[src/adcseq_defs.svh]
// Register map, field positions, reset values and timing counts of the converter sequencer
// Function
// Timing register bit 7 set gives a right-justified result, cleared gives left-justified.
// Acquisition code selects 0,2,4,6,8,12,16 or 20 bit periods.
// Clock code selects oscillator over 2,8,32,4,16,64, or the RC clock.
// With the RC clock selected, wait one instruction cycle before it starts.
// Timing register bit 6 always reads zero and ignores writes.
// Reset restores registers, switches the converter off and aborts conversion.
// On completion load the result, clear go and set the complete flag.
// Power-on reset leaves the result pair untouched.
// Two bit periods pass after a conversion before acquisition begins again.
// Nonzero acquisition code samples for the programmed time, then converts automatically.
// Acquisition code zero stops sampling at once and converts.
// In manual mode software times acquisition before setting go.
// After each conversion sampling of the selected channel resumes.
// No status separates acquisition from conversion; go stays set through both.
// The sampling switch opens when conversion starts and stays open throughout.
// Successive approximation resolves one bit per bit period.
// Software selects the RC clock for conversions during sleep.
// Software configures, enables, sets go, then polls or awaits the flag.
// Software selects supply rails or external pins as references.
// A full conversion lasts eleven bit periods beyond acquisition.
// Clearing go during conversion aborts it and keeps the old result.
// Enable bit switches the converter on; go reads busy only when enabled.
// Four-bit channel field selects channels 0 to 12.
// Left format: high holds top eight bits; right: high holds top two.
// Go set while disabled starts nothing.
`ifndef ADCSEQ_DEFS_SVH
`define ADCSEQ_DEFS_SVH

`define ADCSEQ_ADDR_W          3
`define ADCSEQ_OFS_RES_HIGH    3'h0
`define ADCSEQ_OFS_RES_LOW     3'h1
`define ADCSEQ_OFS_CTRL_MAIN   3'h2
`define ADCSEQ_OFS_REF_PIN     3'h3
`define ADCSEQ_OFS_TIMING      3'h4
`define ADCSEQ_OFS_FLAGS       3'h5

`define ADCSEQ_BIT_ENABLE      0
`define ADCSEQ_BIT_GO          1
`define ADCSEQ_POS_CHAN        2
`define ADCSEQ_BIT_VREF_POS    4
`define ADCSEQ_BIT_VREF_NEG    5
`define ADCSEQ_POS_CLK_SEL     0
`define ADCSEQ_POS_ACQ_SEL     3
`define ADCSEQ_BIT_RJUST       7
`define ADCSEQ_BIT_FLAG        0
`define ADCSEQ_BIT_IRQ_EN      1

`define ADCSEQ_RST_CTRL        8'h00
`define ADCSEQ_RST_REF_PIN     8'h00
`define ADCSEQ_RST_TIMING      8'h00

`define ADCSEQ_CLK_PERIOD_NS   20
`define ADCSEQ_TCY_NS          80
`define ADCSEQ_TCY_CYCLES      ((`ADCSEQ_TCY_NS + `ADCSEQ_CLK_PERIOD_NS - 1) / `ADCSEQ_CLK_PERIOD_NS)
`define ADCSEQ_CONV_TADS       11
`define ADCSEQ_HOLDOFF_TADS    2

`endif

[src/adcseq_pkg.sv]
// Types shared by the converter sequencer
package adcseq_pkg;
	// One-hot sequencer states
	typedef enum logic [4:0] {
		ST_SAMPLE  = 5'b0_0001,
		ST_RC_WAIT = 5'b0_0010,
		ST_ACQ     = 5'b0_0100,
		ST_CONV    = 5'b0_1000,
		ST_HOLDOFF = 5'b1_0000
	} adcseq_state_type;
endpackage

[src/adcseq_tad_gen.sv]
// Conversion bit period tick generator
`timescale 1ns/1ps
module adcseq_tad_gen (
	input  wire logic       ref_clk_i,
	input  wire logic       reset_n_i,
	input  wire logic       run_i,
	input  wire logic [2:0] clk_sel_i,
	input  wire logic       rc_tick_i,
	output logic            tick_o
);
	logic [6:0] div_q;
	logic [6:0] div_d;
	logic       rc_sel;
	logic       div_wrap;

	// Oscillator divide ratio per clock code
	function automatic logic [6:0] div_ratio(input logic [2:0] sel);
		case (sel)
			3'b000:  div_ratio = 7'd2;
			3'b001:  div_ratio = 7'd8;
			3'b010:  div_ratio = 7'd32;
			3'b100:  div_ratio = 7'd4;
			3'b101:  div_ratio = 7'd16;
			3'b110:  div_ratio = 7'd64;
			default: div_ratio = 7'd2;
		endcase
	endfunction

	// Codes x11 pick the RC clock, else divide the oscillator
	assign rc_sel   = (clk_sel_i[1:0] == 2'b11);
	assign div_wrap = (div_q == div_ratio(clk_sel_i) - 7'd1);
	assign div_d    = (!run_i || div_wrap) ? 7'd0 : div_q + 7'd1;
	assign tick_o   = run_i && (rc_sel ? rc_tick_i : div_wrap);

	// Divider restarts whenever the sequencer stops
	always_ff @(posedge ref_clk_i or negedge reset_n_i)
	begin
		if (!reset_n_i)
			div_q <= 7'd0;
		else
			div_q <= div_d;
	end
endmodule // adcseq_tad_gen

[src/adcseq_sar.sv]
// Successive approximation engine, one bit per bit period
`timescale 1ns/1ps
`include "adcseq_defs.svh"
module adcseq_sar (
	input  wire logic       ref_clk_i,
	input  wire logic       reset_n_i,
	input  wire logic       start_i,
	input  wire logic       abort_i,
	input  wire logic       tick_i,
	input  wire logic       comp_i,
	output logic [9:0]      dac_code_o,
	output logic            done_o
);
	logic       busy_q;
	logic [3:0] step_q;
	logic [9:0] code_q;
	logic [9:0] trial_bit;
	logic       last_step;

	// First period settles the hold, ten more resolve bits
	assign trial_bit  = 10'h200 >> (step_q - 4'd1);
	assign last_step  = (step_q == 4'(`ADCSEQ_CONV_TADS - 1));
	assign done_o     = busy_q && tick_i && last_step;
	assign dac_code_o = code_q;

	// Keep the trial bit when the comparator says input is above it
	always_ff @(posedge ref_clk_i or negedge reset_n_i)
	begin
		if (!reset_n_i)
		begin
			busy_q <= 1'b0;
			step_q <= 4'd0;
			code_q <= 10'h000;
		end
		else if (abort_i)
			busy_q <= 1'b0;
		else if (start_i)
		begin
			busy_q <= 1'b1;
			step_q <= 4'd0;
			code_q <= 10'h200;
		end
		else if (busy_q && tick_i)
		begin
			step_q <= step_q + 4'd1;
			if (step_q != 4'd0)
				code_q <= (comp_i ? code_q : code_q & ~trial_bit) | (trial_bit >> 1);
			if (last_step)
				busy_q <= 1'b0;
		end
	end
endmodule // adcseq_sar

[src/adcseq_top.sv]
// Converter acquisition and conversion sequencer with its register file
//
// Added by the designer: strobed register access and the register addresses.
`timescale 1ns/1ps
`include "adcseq_defs.svh"
module adcseq_top (
	input  wire logic       ref_clk_i,
	input  wire logic       reset_n_i,
	input  wire logic [2:0] reg_addr_i,
	input  wire logic [7:0] reg_wdata_i,
	input  wire logic       reg_wr_i,
	input  wire logic       reg_rd_i,
	output logic [7:0]      reg_rdata_o,
	input  wire logic       rc_tick_i,
	input  wire logic       comp_i,
	output logic [9:0]      dac_code_o,
	output logic [3:0]      channel_select_o,
	output logic            sample_closed_o,
	output logic            converter_enable_o,
	output logic            vref_pos_ext_o,
	output logic            vref_neg_ext_o,
	output logic [3:0]      pin_cfg_o,
	output logic            conv_complete_flag_o,
	output logic            conv_complete_irq_en_o
);
	adcseq_pkg::adcseq_state_type state_q;
	adcseq_pkg::adcseq_state_type state_d;

	logic [7:0] ctrl_q;
	logic [7:0] ctrl_d;
	logic [7:0] refpin_q;
	logic [7:0] timing_q;
	logic       flag_q;
	logic       flag_d;
	logic       irq_en_q;
	logic [7:0] res_high_q;
	logic [7:0] res_low_q;
	logic [7:0] rdata_q;
	logic [4:0] cnt_q;
	logic [4:0] cnt_d;

	logic       enable;
	logic       go;
	logic       rjust;
	logic [2:0] acq_sel;
	logic [2:0] clk_sel;
	logic       rc_sel;
	logic [4:0] acq_tads;
	logic       tad_tick;
	logic       tad_run;
	logic       sar_start;
	logic       sar_abort;
	logic       sar_done;
	logic [9:0] sar_code;
	logic [9:0] sar_result;
	logic [7:0] res_high_new;
	logic [7:0] res_low_new;
	logic [7:0] rd_mux;
	logic       wr_ctrl;
	logic       wr_flags;
	logic       wr_high;
	logic       wr_low;
	logic       st_sample;
	logic       st_rc;
	logic       st_acq;
	logic       st_conv;
	logic       st_hold;

	// Acquisition length in bit periods per code
	function automatic logic [4:0] acq_len(input logic [2:0] code);
		case (code)
			3'b000:  acq_len = 5'd0;
			3'b001:  acq_len = 5'd2;
			3'b010:  acq_len = 5'd4;
			3'b011:  acq_len = 5'd6;
			3'b100:  acq_len = 5'd8;
			3'b101:  acq_len = 5'd12;
			3'b110:  acq_len = 5'd16;
			default: acq_len = 5'd20;
		endcase
	endfunction

	// Field decode
	assign enable   = ctrl_q[`ADCSEQ_BIT_ENABLE];
	assign go       = ctrl_q[`ADCSEQ_BIT_GO];
	assign rjust    = timing_q[`ADCSEQ_BIT_RJUST];
	assign acq_sel  = timing_q[`ADCSEQ_POS_ACQ_SEL +: 3];
	assign clk_sel  = timing_q[`ADCSEQ_POS_CLK_SEL +: 3];
	assign rc_sel   = (clk_sel[1:0] == 2'b11);
	assign acq_tads = acq_len(acq_sel);

	// Address decode for writes
	assign wr_ctrl  = reg_wr_i && (reg_addr_i == `ADCSEQ_OFS_CTRL_MAIN);
	assign wr_flags = reg_wr_i && (reg_addr_i == `ADCSEQ_OFS_FLAGS);
	assign wr_high  = reg_wr_i && (reg_addr_i == `ADCSEQ_OFS_RES_HIGH);
	assign wr_low   = reg_wr_i && (reg_addr_i == `ADCSEQ_OFS_RES_LOW);

	// State shorthands
	assign st_sample = (state_q == adcseq_pkg::ST_SAMPLE);
	assign st_rc     = (state_q == adcseq_pkg::ST_RC_WAIT);
	assign st_acq    = (state_q == adcseq_pkg::ST_ACQ);
	assign st_conv   = (state_q == adcseq_pkg::ST_CONV);
	assign st_hold   = (state_q == adcseq_pkg::ST_HOLDOFF);

	// Analog side: switch is open from conversion start to resampling
	assign sample_closed_o    = enable && (st_sample || st_acq || (st_rc && acq_sel != 3'b000));
	assign converter_enable_o = enable;
	assign channel_select_o   = ctrl_q[`ADCSEQ_POS_CHAN +: 4];
	assign vref_pos_ext_o     = refpin_q[`ADCSEQ_BIT_VREF_POS];
	assign vref_neg_ext_o     = refpin_q[`ADCSEQ_BIT_VREF_NEG];
	assign pin_cfg_o          = refpin_q[3:0];
	assign conv_complete_flag_o   = flag_q;
	assign conv_complete_irq_en_o = irq_en_q;
	assign reg_rdata_o        = rdata_q;

	// Bit period clock runs only while a timed phase is active
	assign tad_run = st_acq || st_conv || st_hold;

	adcseq_tad_gen u_tad_gen (
		.ref_clk_i (ref_clk_i),
		.reset_n_i (reset_n_i),
		.run_i     (tad_run),
		.clk_sel_i (clk_sel),
		.rc_tick_i (rc_tick_i),
		.tick_o    (tad_tick)
	);

	// Sequencer next state; clearing enable aborts any phase, clearing go any phase but the hold-off
	always_comb
	begin
		state_d = state_q;
		case (state_q)
			adcseq_pkg::ST_SAMPLE:
				if (go && enable)
					state_d = rc_sel ? adcseq_pkg::ST_RC_WAIT :
						(acq_tads == 5'd0) ? adcseq_pkg::ST_CONV : adcseq_pkg::ST_ACQ;
			adcseq_pkg::ST_RC_WAIT:
				if (!enable)
					state_d = adcseq_pkg::ST_SAMPLE;
				else if (!go)
					state_d = adcseq_pkg::ST_HOLDOFF;
				else if (cnt_q == 5'(`ADCSEQ_TCY_CYCLES - 1))
					state_d = (acq_tads == 5'd0) ? adcseq_pkg::ST_CONV : adcseq_pkg::ST_ACQ;
			adcseq_pkg::ST_ACQ:
				if (!enable)
					state_d = adcseq_pkg::ST_SAMPLE;
				else if (!go)
					state_d = adcseq_pkg::ST_HOLDOFF;
				else if (tad_tick && cnt_q == acq_tads - 5'd1)
					state_d = adcseq_pkg::ST_CONV;
			adcseq_pkg::ST_CONV:
				if (!enable)
					state_d = adcseq_pkg::ST_SAMPLE;
				else if (!go || sar_done)
					state_d = adcseq_pkg::ST_HOLDOFF;
			adcseq_pkg::ST_HOLDOFF:
				if (!enable || (tad_tick && cnt_q == 5'(`ADCSEQ_HOLDOFF_TADS - 1)))
					state_d = adcseq_pkg::ST_SAMPLE;
			default:
				state_d = adcseq_pkg::ST_SAMPLE;
		endcase
	end

	// Phase counter: cycles in the RC wait, bit periods elsewhere
	assign cnt_d = (state_d != state_q) ? 5'd0 :
		(st_rc || tad_tick) ? cnt_q + 5'd1 : cnt_q;

	// Start and abort of the approximation engine
	assign sar_start = (state_d == adcseq_pkg::ST_CONV) && !st_conv;
	assign sar_abort = st_conv && (state_d != adcseq_pkg::ST_CONV) && !sar_done;

	adcseq_sar u_sar (
		.ref_clk_i  (ref_clk_i),
		.reset_n_i  (reset_n_i),
		.start_i    (sar_start),
		.abort_i    (sar_abort),
		.tick_i     (tad_tick),
		.comp_i     (comp_i),
		.dac_code_o (sar_code),
		.done_o     (sar_done)
	);

	assign dac_code_o = sar_code;

	// Last bit is decided on the completion edge itself, so resolve it here from the comparator
	assign sar_result   = comp_i ? sar_code : {sar_code[9:1], 1'b0};

	// Result placement for the two formats
	assign res_high_new = rjust ? {6'h00, sar_result[9:8]} : sar_result[9:2];
	assign res_low_new  = rjust ? sar_result[7:0] : {sar_result[1:0], 6'h00};

	// Go: cleared on completion, but a software set in that cycle wins
	always_comb
	begin
		ctrl_d = ctrl_q;
		if (sar_done)
			ctrl_d[`ADCSEQ_BIT_GO] = 1'b0;
		if (wr_ctrl)
			ctrl_d = reg_wdata_i & 8'h3f;
		if (!ctrl_d[`ADCSEQ_BIT_ENABLE])
			ctrl_d[`ADCSEQ_BIT_GO] = 1'b0;
	end

	// Complete flag: hardware set beats a software clear
	assign flag_d = sar_done ? 1'b1 : wr_flags ? reg_wdata_i[`ADCSEQ_BIT_FLAG] : flag_q;

	// Control state; reset switches off and aborts
	always_ff @(posedge ref_clk_i or negedge reset_n_i)
	begin
		if (!reset_n_i)
		begin
			state_q  <= adcseq_pkg::ST_SAMPLE;
			ctrl_q   <= `ADCSEQ_RST_CTRL;
			refpin_q <= `ADCSEQ_RST_REF_PIN;
			timing_q <= `ADCSEQ_RST_TIMING;
			flag_q   <= 1'b0;
			irq_en_q <= 1'b0;
			cnt_q    <= 5'd0;
		end
		else
		begin
			state_q <= state_d;
			ctrl_q  <= ctrl_d;
			flag_q  <= flag_d;
			cnt_q   <= cnt_d;
			if (reg_wr_i && reg_addr_i == `ADCSEQ_OFS_REF_PIN)
				refpin_q <= reg_wdata_i & 8'h3f;
			if (reg_wr_i && reg_addr_i == `ADCSEQ_OFS_TIMING)
				timing_q <= reg_wdata_i & 8'hbf;
			if (wr_flags)
				irq_en_q <= reg_wdata_i[`ADCSEQ_BIT_IRQ_EN];
		end
	end

	// Result pair has no reset so it survives power-up untouched
	always_ff @(posedge ref_clk_i)
	begin
		if (sar_done)
		begin
			res_high_q <= res_high_new;
			res_low_q  <= res_low_new;
		end
		else
		begin
			if (wr_high)
				res_high_q <= reg_wdata_i;
			if (wr_low)
				res_low_q <= reg_wdata_i;
		end
	end

	// Read mux; go shows one phase-free busy bit, unmapped reads zero
	assign rd_mux =
		(reg_addr_i == `ADCSEQ_OFS_RES_HIGH)  ? res_high_q :
		(reg_addr_i == `ADCSEQ_OFS_RES_LOW)   ? res_low_q :
		(reg_addr_i == `ADCSEQ_OFS_CTRL_MAIN) ? ctrl_q :
		(reg_addr_i == `ADCSEQ_OFS_REF_PIN)   ? refpin_q :
		(reg_addr_i == `ADCSEQ_OFS_TIMING)    ? (timing_q & 8'hbf) :
		(reg_addr_i == `ADCSEQ_OFS_FLAGS)     ? {6'h00, irq_en_q, flag_q} : 8'h00;

	// Read data stand for one cycle only
	always_ff @(posedge ref_clk_i or negedge reset_n_i)
	begin
		if (!reset_n_i)
			rdata_q <= 8'h00;
		else
			rdata_q <= reg_rd_i ? rd_mux : 8'h00;
	end

	// Bit periods seen during the current conversion
	logic [3:0] conv_ticks_q;
	always_ff @(posedge ref_clk_i or negedge reset_n_i)
	begin
		if (!reset_n_i)
			conv_ticks_q <= 4'd0;
		else if (sar_start)
			conv_ticks_q <= 4'd0;
		else if (st_conv && tad_tick)
			conv_ticks_q <= conv_ticks_q + 4'd1;
	end

	// Checks
	a_done_clears_go: assert property (@(posedge ref_clk_i) disable iff (!reset_n_i)
		sar_done && !wr_ctrl |=> !go && flag_q)
		else $error("go not cleared or flag not set on completion");
	a_result_right: assert property (@(posedge ref_clk_i) disable iff (!reset_n_i)
		sar_done && rjust |=> res_low_q == $past(sar_result[7:0]) && res_high_q[7:2] == 6'h00)
		else $error("right-justified result misplaced");
	a_result_left: assert property (@(posedge ref_clk_i) disable iff (!reset_n_i)
		sar_done && !rjust |=> res_high_q == $past(sar_code[9:2]) && res_low_q[5:0] == 6'h00)
		else $error("left-justified result misplaced");
	a_bit6_reads_zero: assert property (@(posedge ref_clk_i) disable iff (!reset_n_i)
		reg_rd_i && reg_addr_i == `ADCSEQ_OFS_TIMING |=> !reg_rdata_o[6])
		else $error("timing bit 6 read nonzero");
	a_manual_conv_now: assert property (@(posedge ref_clk_i) disable iff (!reset_n_i)
		st_sample && go && enable && !rc_sel && acq_sel == 3'b000 |=> st_conv && !sample_closed_o)
		else $error("manual mode did not convert at once");
	a_switch_open_conv: assert property (@(posedge ref_clk_i) disable iff (!reset_n_i)
		st_conv |-> !sample_closed_o)
		else $error("sampling switch closed during conversion");
	a_eleven_tads: assert property (@(posedge ref_clk_i) disable iff (!reset_n_i)
		sar_done |-> conv_ticks_q == 4'd10 && tad_tick)
		else $error("conversion length not eleven bit periods");
	a_holdoff_after: assert property (@(posedge ref_clk_i) disable iff (!reset_n_i)
		st_conv && sar_done && enable |=> st_hold ##1 !st_sample)
		else $error("no two bit period wait after conversion");
	a_disable_stops: assert property (@(posedge ref_clk_i) disable iff (!reset_n_i)
		!enable |=> st_sample && (!go || $past(wr_ctrl)))
		else $error("sequencer active while disabled");
	a_rc_wait_tcy: assert property (@(posedge ref_clk_i) disable iff (!reset_n_i)
		$rose(st_rc) ##0 (go && enable)[*4] |-> st_rc ##1 !st_rc)
		else $error("RC clock wait shorter than one instruction cycle");

	c_manual_done: cover property (@(posedge ref_clk_i) disable iff (!reset_n_i)
		sar_done && acq_sel == 3'b000);
	c_timed_done: cover property (@(posedge ref_clk_i) disable iff (!reset_n_i)
		sar_done && acq_sel != 3'b000);
	c_abort: cover property (@(posedge ref_clk_i) disable iff (!reset_n_i)
		sar_abort);
	c_rc_done: cover property (@(posedge ref_clk_i) disable iff (!reset_n_i)
		sar_done && rc_sel);
endmodule // adcseq_top

[config.mk]
export PLATFORM = sky130hd
export DESIGN_NAME = adcseq_top
export DESIGN_NICKNAME = d
export VERILOG_FILES = /design/src/adcseq_pkg.sv /design/src/adcseq_tad_gen.sv /design/src/adcseq_sar.sv /design/src/adcseq_top.sv
export VERILOG_INCLUDE_DIRS = /design/src /design/src/src
export SDC_FILE = /design/constraint.sdc
export NUM_CORES = 1
export LEC_CHECK = 0
export ABC_AREA = 1
export BUFFER_PORTS_ARGS = -buffer_cell sky130_fd_sc_hd__buf_2
export CAP_MARGIN = 30
export CORE_MARGIN = 10
export CORE_UTILIZATION = 59
export CTS_CLUSTER_SIZE = 40
export DETAILED_ROUTE_END_ITERATION = 7
export GPL_TIMING_DRIVEN = 1
export MAX_ROUTING_LAYER = met4
export PLACE_DENSITY = 0.8
export SYNTH_ARGS = -nofsm -noshare
export SYNTH_HDL_FRONTEND = slang
export SYNTH_SLANG_ARGS = --single-unit
[constraint.sdc]
create_clock -name ref_clk_i -period 3.2 [get_ports ref_clk_i]
set_input_delay 0.64 -clock ref_clk_i [delete_from_list [all_inputs] [get_ports ref_clk_i]]
set_output_delay 0.64 -clock ref_clk_i [all_outputs]
set_load 0.005 [all_outputs]
==> key figures <==
Hold path
  • Min-delay worst type: primary input to async pin

Synthesis
  • Ys async rst share: around four fifths
  • Top_reg_cell synth: dfrtp_1
  • Fraction of the yosys area taken by sequential cells: 44.5%
  • Dominant cells by area after synthesis: dfrtp_1 33%, nand2_1 11%, edfxtp_1 11%
  • Distinct cells, synth: between 40 and 50
  • EDFF count, synth: 16
  • Avg Cell Area, Syn: ~8 µm²
  • Synth top area share: between 30% and 40%
  • Yosys top cell by area: dfrtp_1
  • Synth Cell Area: 0.00451 mm²
  • #FFs+latches synth: a little under 80
  • Mapped Cells: 566
  • Synthesized Nets: around 590
  • Synth warn: 0

Floorplanning
  • Core Region: 0.00733 mm²
  • Starting density of the core: 61.5%
  • Die Span Y: roughly 110 µm
  • IO Count: 49
  • Site Rows: 31
  • Die Wd: about 110 µm
  • Die Footprint: roughly 0.012 mm²

Run
  • Max Cap Violations: 0

Placed design
  • IO Port Bufs: 48
  • HPWL after DPL: between 8 and 9 mm
  • GP Congestion: 0.970
  • Placed Area: between 0.004 and 0.005 mm²

Drt
  • Wire per inst: approximately 15 µm
  • DR iter-0 viols: 191
  • Drt first pass iters: 5
  • Via-to-Cell Ratio: between 5 and 6
  • # DRC: 0
  • DR vias: between 3000 and 4000
  • Final antenna-violating net count: 0
  • Routed wire length: roughly 11 mm

Critical path
  • Worst Path Required: 2560 ps
  • Crit start category: flop
  • Endpoint type of the worst setup path: output port
  • Maximum fanout along the worst path: 6
  • CP arrival: 1720 ps
  • WS Path Type: flop to output port

Power and ir drop
  • Max IR drop VDD: around 0.00035 V
  • P_leak: approximately 2.4 nW
  • Pwr/cell area: between 500 and 600 mW/mm²

Finish
  • Final #Nets: ~640
  • Most common cell after layout, fill and taps aside: nand2_1
  • Design Area, Final: 0.00501 mm²
  • Layout cells sized above 1: around 18%
  • Most frequent cells in the layout: 131 x nand2_1, 72 x inv_1, 60 x dfrtp_1, 55 x o21ai_0, 48 x buf_2
  • Layout Area Growth over Synthesis: 11.0%
  • Ant diodes: 0

Clocking
  • CTS clock-pin slew for the worst setup and hold paths: 90 ps
  • TritonCTS Buffers: 9
  • CTS resizes: 0
  • Max Root-Sink Buffers: 2
  • Clk_lat worst skew: 370 ps
  • Setup bufs post-CTS: 0
  • H-tree depth: 3
  • Clock root buffer master: clkbuf_8
  • # clock sinks: 77
  • TritonCTS clock tree: built
  • CTS Hold Bufs: 0

Global route
  • Global-route wire length before repair: ~18 mm
  • Vias in the first global route: 3774
  • Pin count of the biggest net entering global routing: 62
  • Gr usage total: around a fifth
  • Total global routing overflow: 0
  • Initial antenna violation count: 0

STA
  • Fmax: 423 MHz
  • Normalized max-slew margin: between 40% and 50%
  • Final Cycle Share: between 70% and 80%
  • Fin Hold WS: around 410 ps
  • Setup TNS: 0 ps
  • RSZ-0062 raised after global routing: false
  • Slew @ Worst Pin: between 800 and 900 ps
  • Final worst path period need: 2360 ps
  • Slew Limit Fails: 0
  • Setup-failing EPs final: 0
  • Final Hold Fails: 0
  • Clock Skew: approximately 7.2 ps

Run status
  • Outcome: complete, no violations
cell families (layout without fill, tap and decap cells):
family / after synthesis / in the layout / synth area share [%]
AOI/OAI and AO/OA: 126 / 126 / 16.1
xor gates and xnor gates: 13 / 13 / 2.52
adders and majority gates: 11 / 11 / 3.05
buffers and inverters: 93 / 147 / 8.68
DFF: 77 / 77 / 44.5
and+or+nand+nor: 246 / 246 / 25.1
worst paths after layout:
path / start / end / slack (ps) / cells past startpoint
max reg2reg: timing_q[5] / u_sar.dac_code_o[4] / 840 / 13
min: reset_n_i / u_tad_gen.div_q[1] / 410 / 2
min reg2reg: res_high_q[7] / reg_rdata_o[7] / 500 / 2
max in group asynchronous: reset_n_i / state_q[4] / 2280 / 2
max: state_q[2] / sample_closed_o / 840 / 6
min in group ref_clk_i: res_high_q[7] / reg_rdata_o[7] / 500 / 2
sequential cells by signal, indices dropped and copies added (netlist names):
signal and count:
ctrl_q 6, conv_complete_flag_o 1, refpin_q 6, u_sar.busy_q 1
u_sar.dac_code_o 10, res_low_q 8, u_tad_gen.div_q 7, state_q 5
u_sar.step_q 4, timing_q 7, reg_rdata_o 8, res_high_q 8
cnt_q 5, conv_complete_irq_en_o 1
cell usage after synthesis, types with 2 or more instances:
library cell / count
nand2_1: 131
inv_1: 72
dfrtp_1: 60
o21ai_0: 55
nor2_1: 44
a21oi_1: 35
nand3_1: 22
edfxtp_1: 16
nor3_1: 13
xor2_1: 12
ha_1: 11
nand4_1: 10
o21ai_2: 9
o31ai_1: 8
or2_2: 7
buf_4: 6
clkbuf_1: 6
inv_2: 4
nand2_2: 4
nand3_2: 4
o211ai_1: 4
a221oi_1: 3
o21ai_1: 3
a31oi_1: 2
buf_6: 2
nand2_4: 2
nor2_2: 2
nor3b_1: 2
o22ai_1: 2
o32ai_1: 2
layer usage:
| metal | GRT usage, % | vias to the layer above | routed length, µm |
|---|---|---|---|
| met2 | 30.2 | 166 | 4950 |
| met1 | 24.9 | 1814 | 4680 |
| met4 | 7.63 | 0 | 175 |
| li1 | - | 1974 | - |
| met3 | 5.69 | 18 | 826 |
| met5 | - | - | 0 |
area by class of cell:
class / instances / area [µm²]
flip-flops and latches: 77 / 2010
clock inverters: 7 / 67.6
inverters: 78 / 297
repair buffers: 53 / 278
clock buffers: 9 / 124
well taps: 99 / 124
multi-input cells: 396 / 2110
fillers: 644 / 2320
critical path, stage by stage, from the launching register on:
cell,delay (ps)
dfrtp_1,440
nor2_1,190
nand4_1,170
inv_1,180
nand2_1,70
a31oi_1,160
buf_2,150
where the power goes:
group | switching (mW) | internal (mW) | total, mW
combinational | 0.502 | 0.278 | 0.781
sequential | 0.127 | 1.11 | 1.24
clock | 0.412 | 0.298 | 0.711
total | 1.04 | 1.69 | 2.73
metrics by stage:
step,power (mW),worst slack [ps],instances,utilization [%]
after floorplan,1.80,916,566,-
after global placement,2.01,938,703,65.7
after detailed placement,2.03,834,703,65.7
after CTS,2.74,818,719,68.3
after global routing,2.92,539,719,68.3
final,2.73,835,719,68.3
Power figures use the tool's default switching activity.
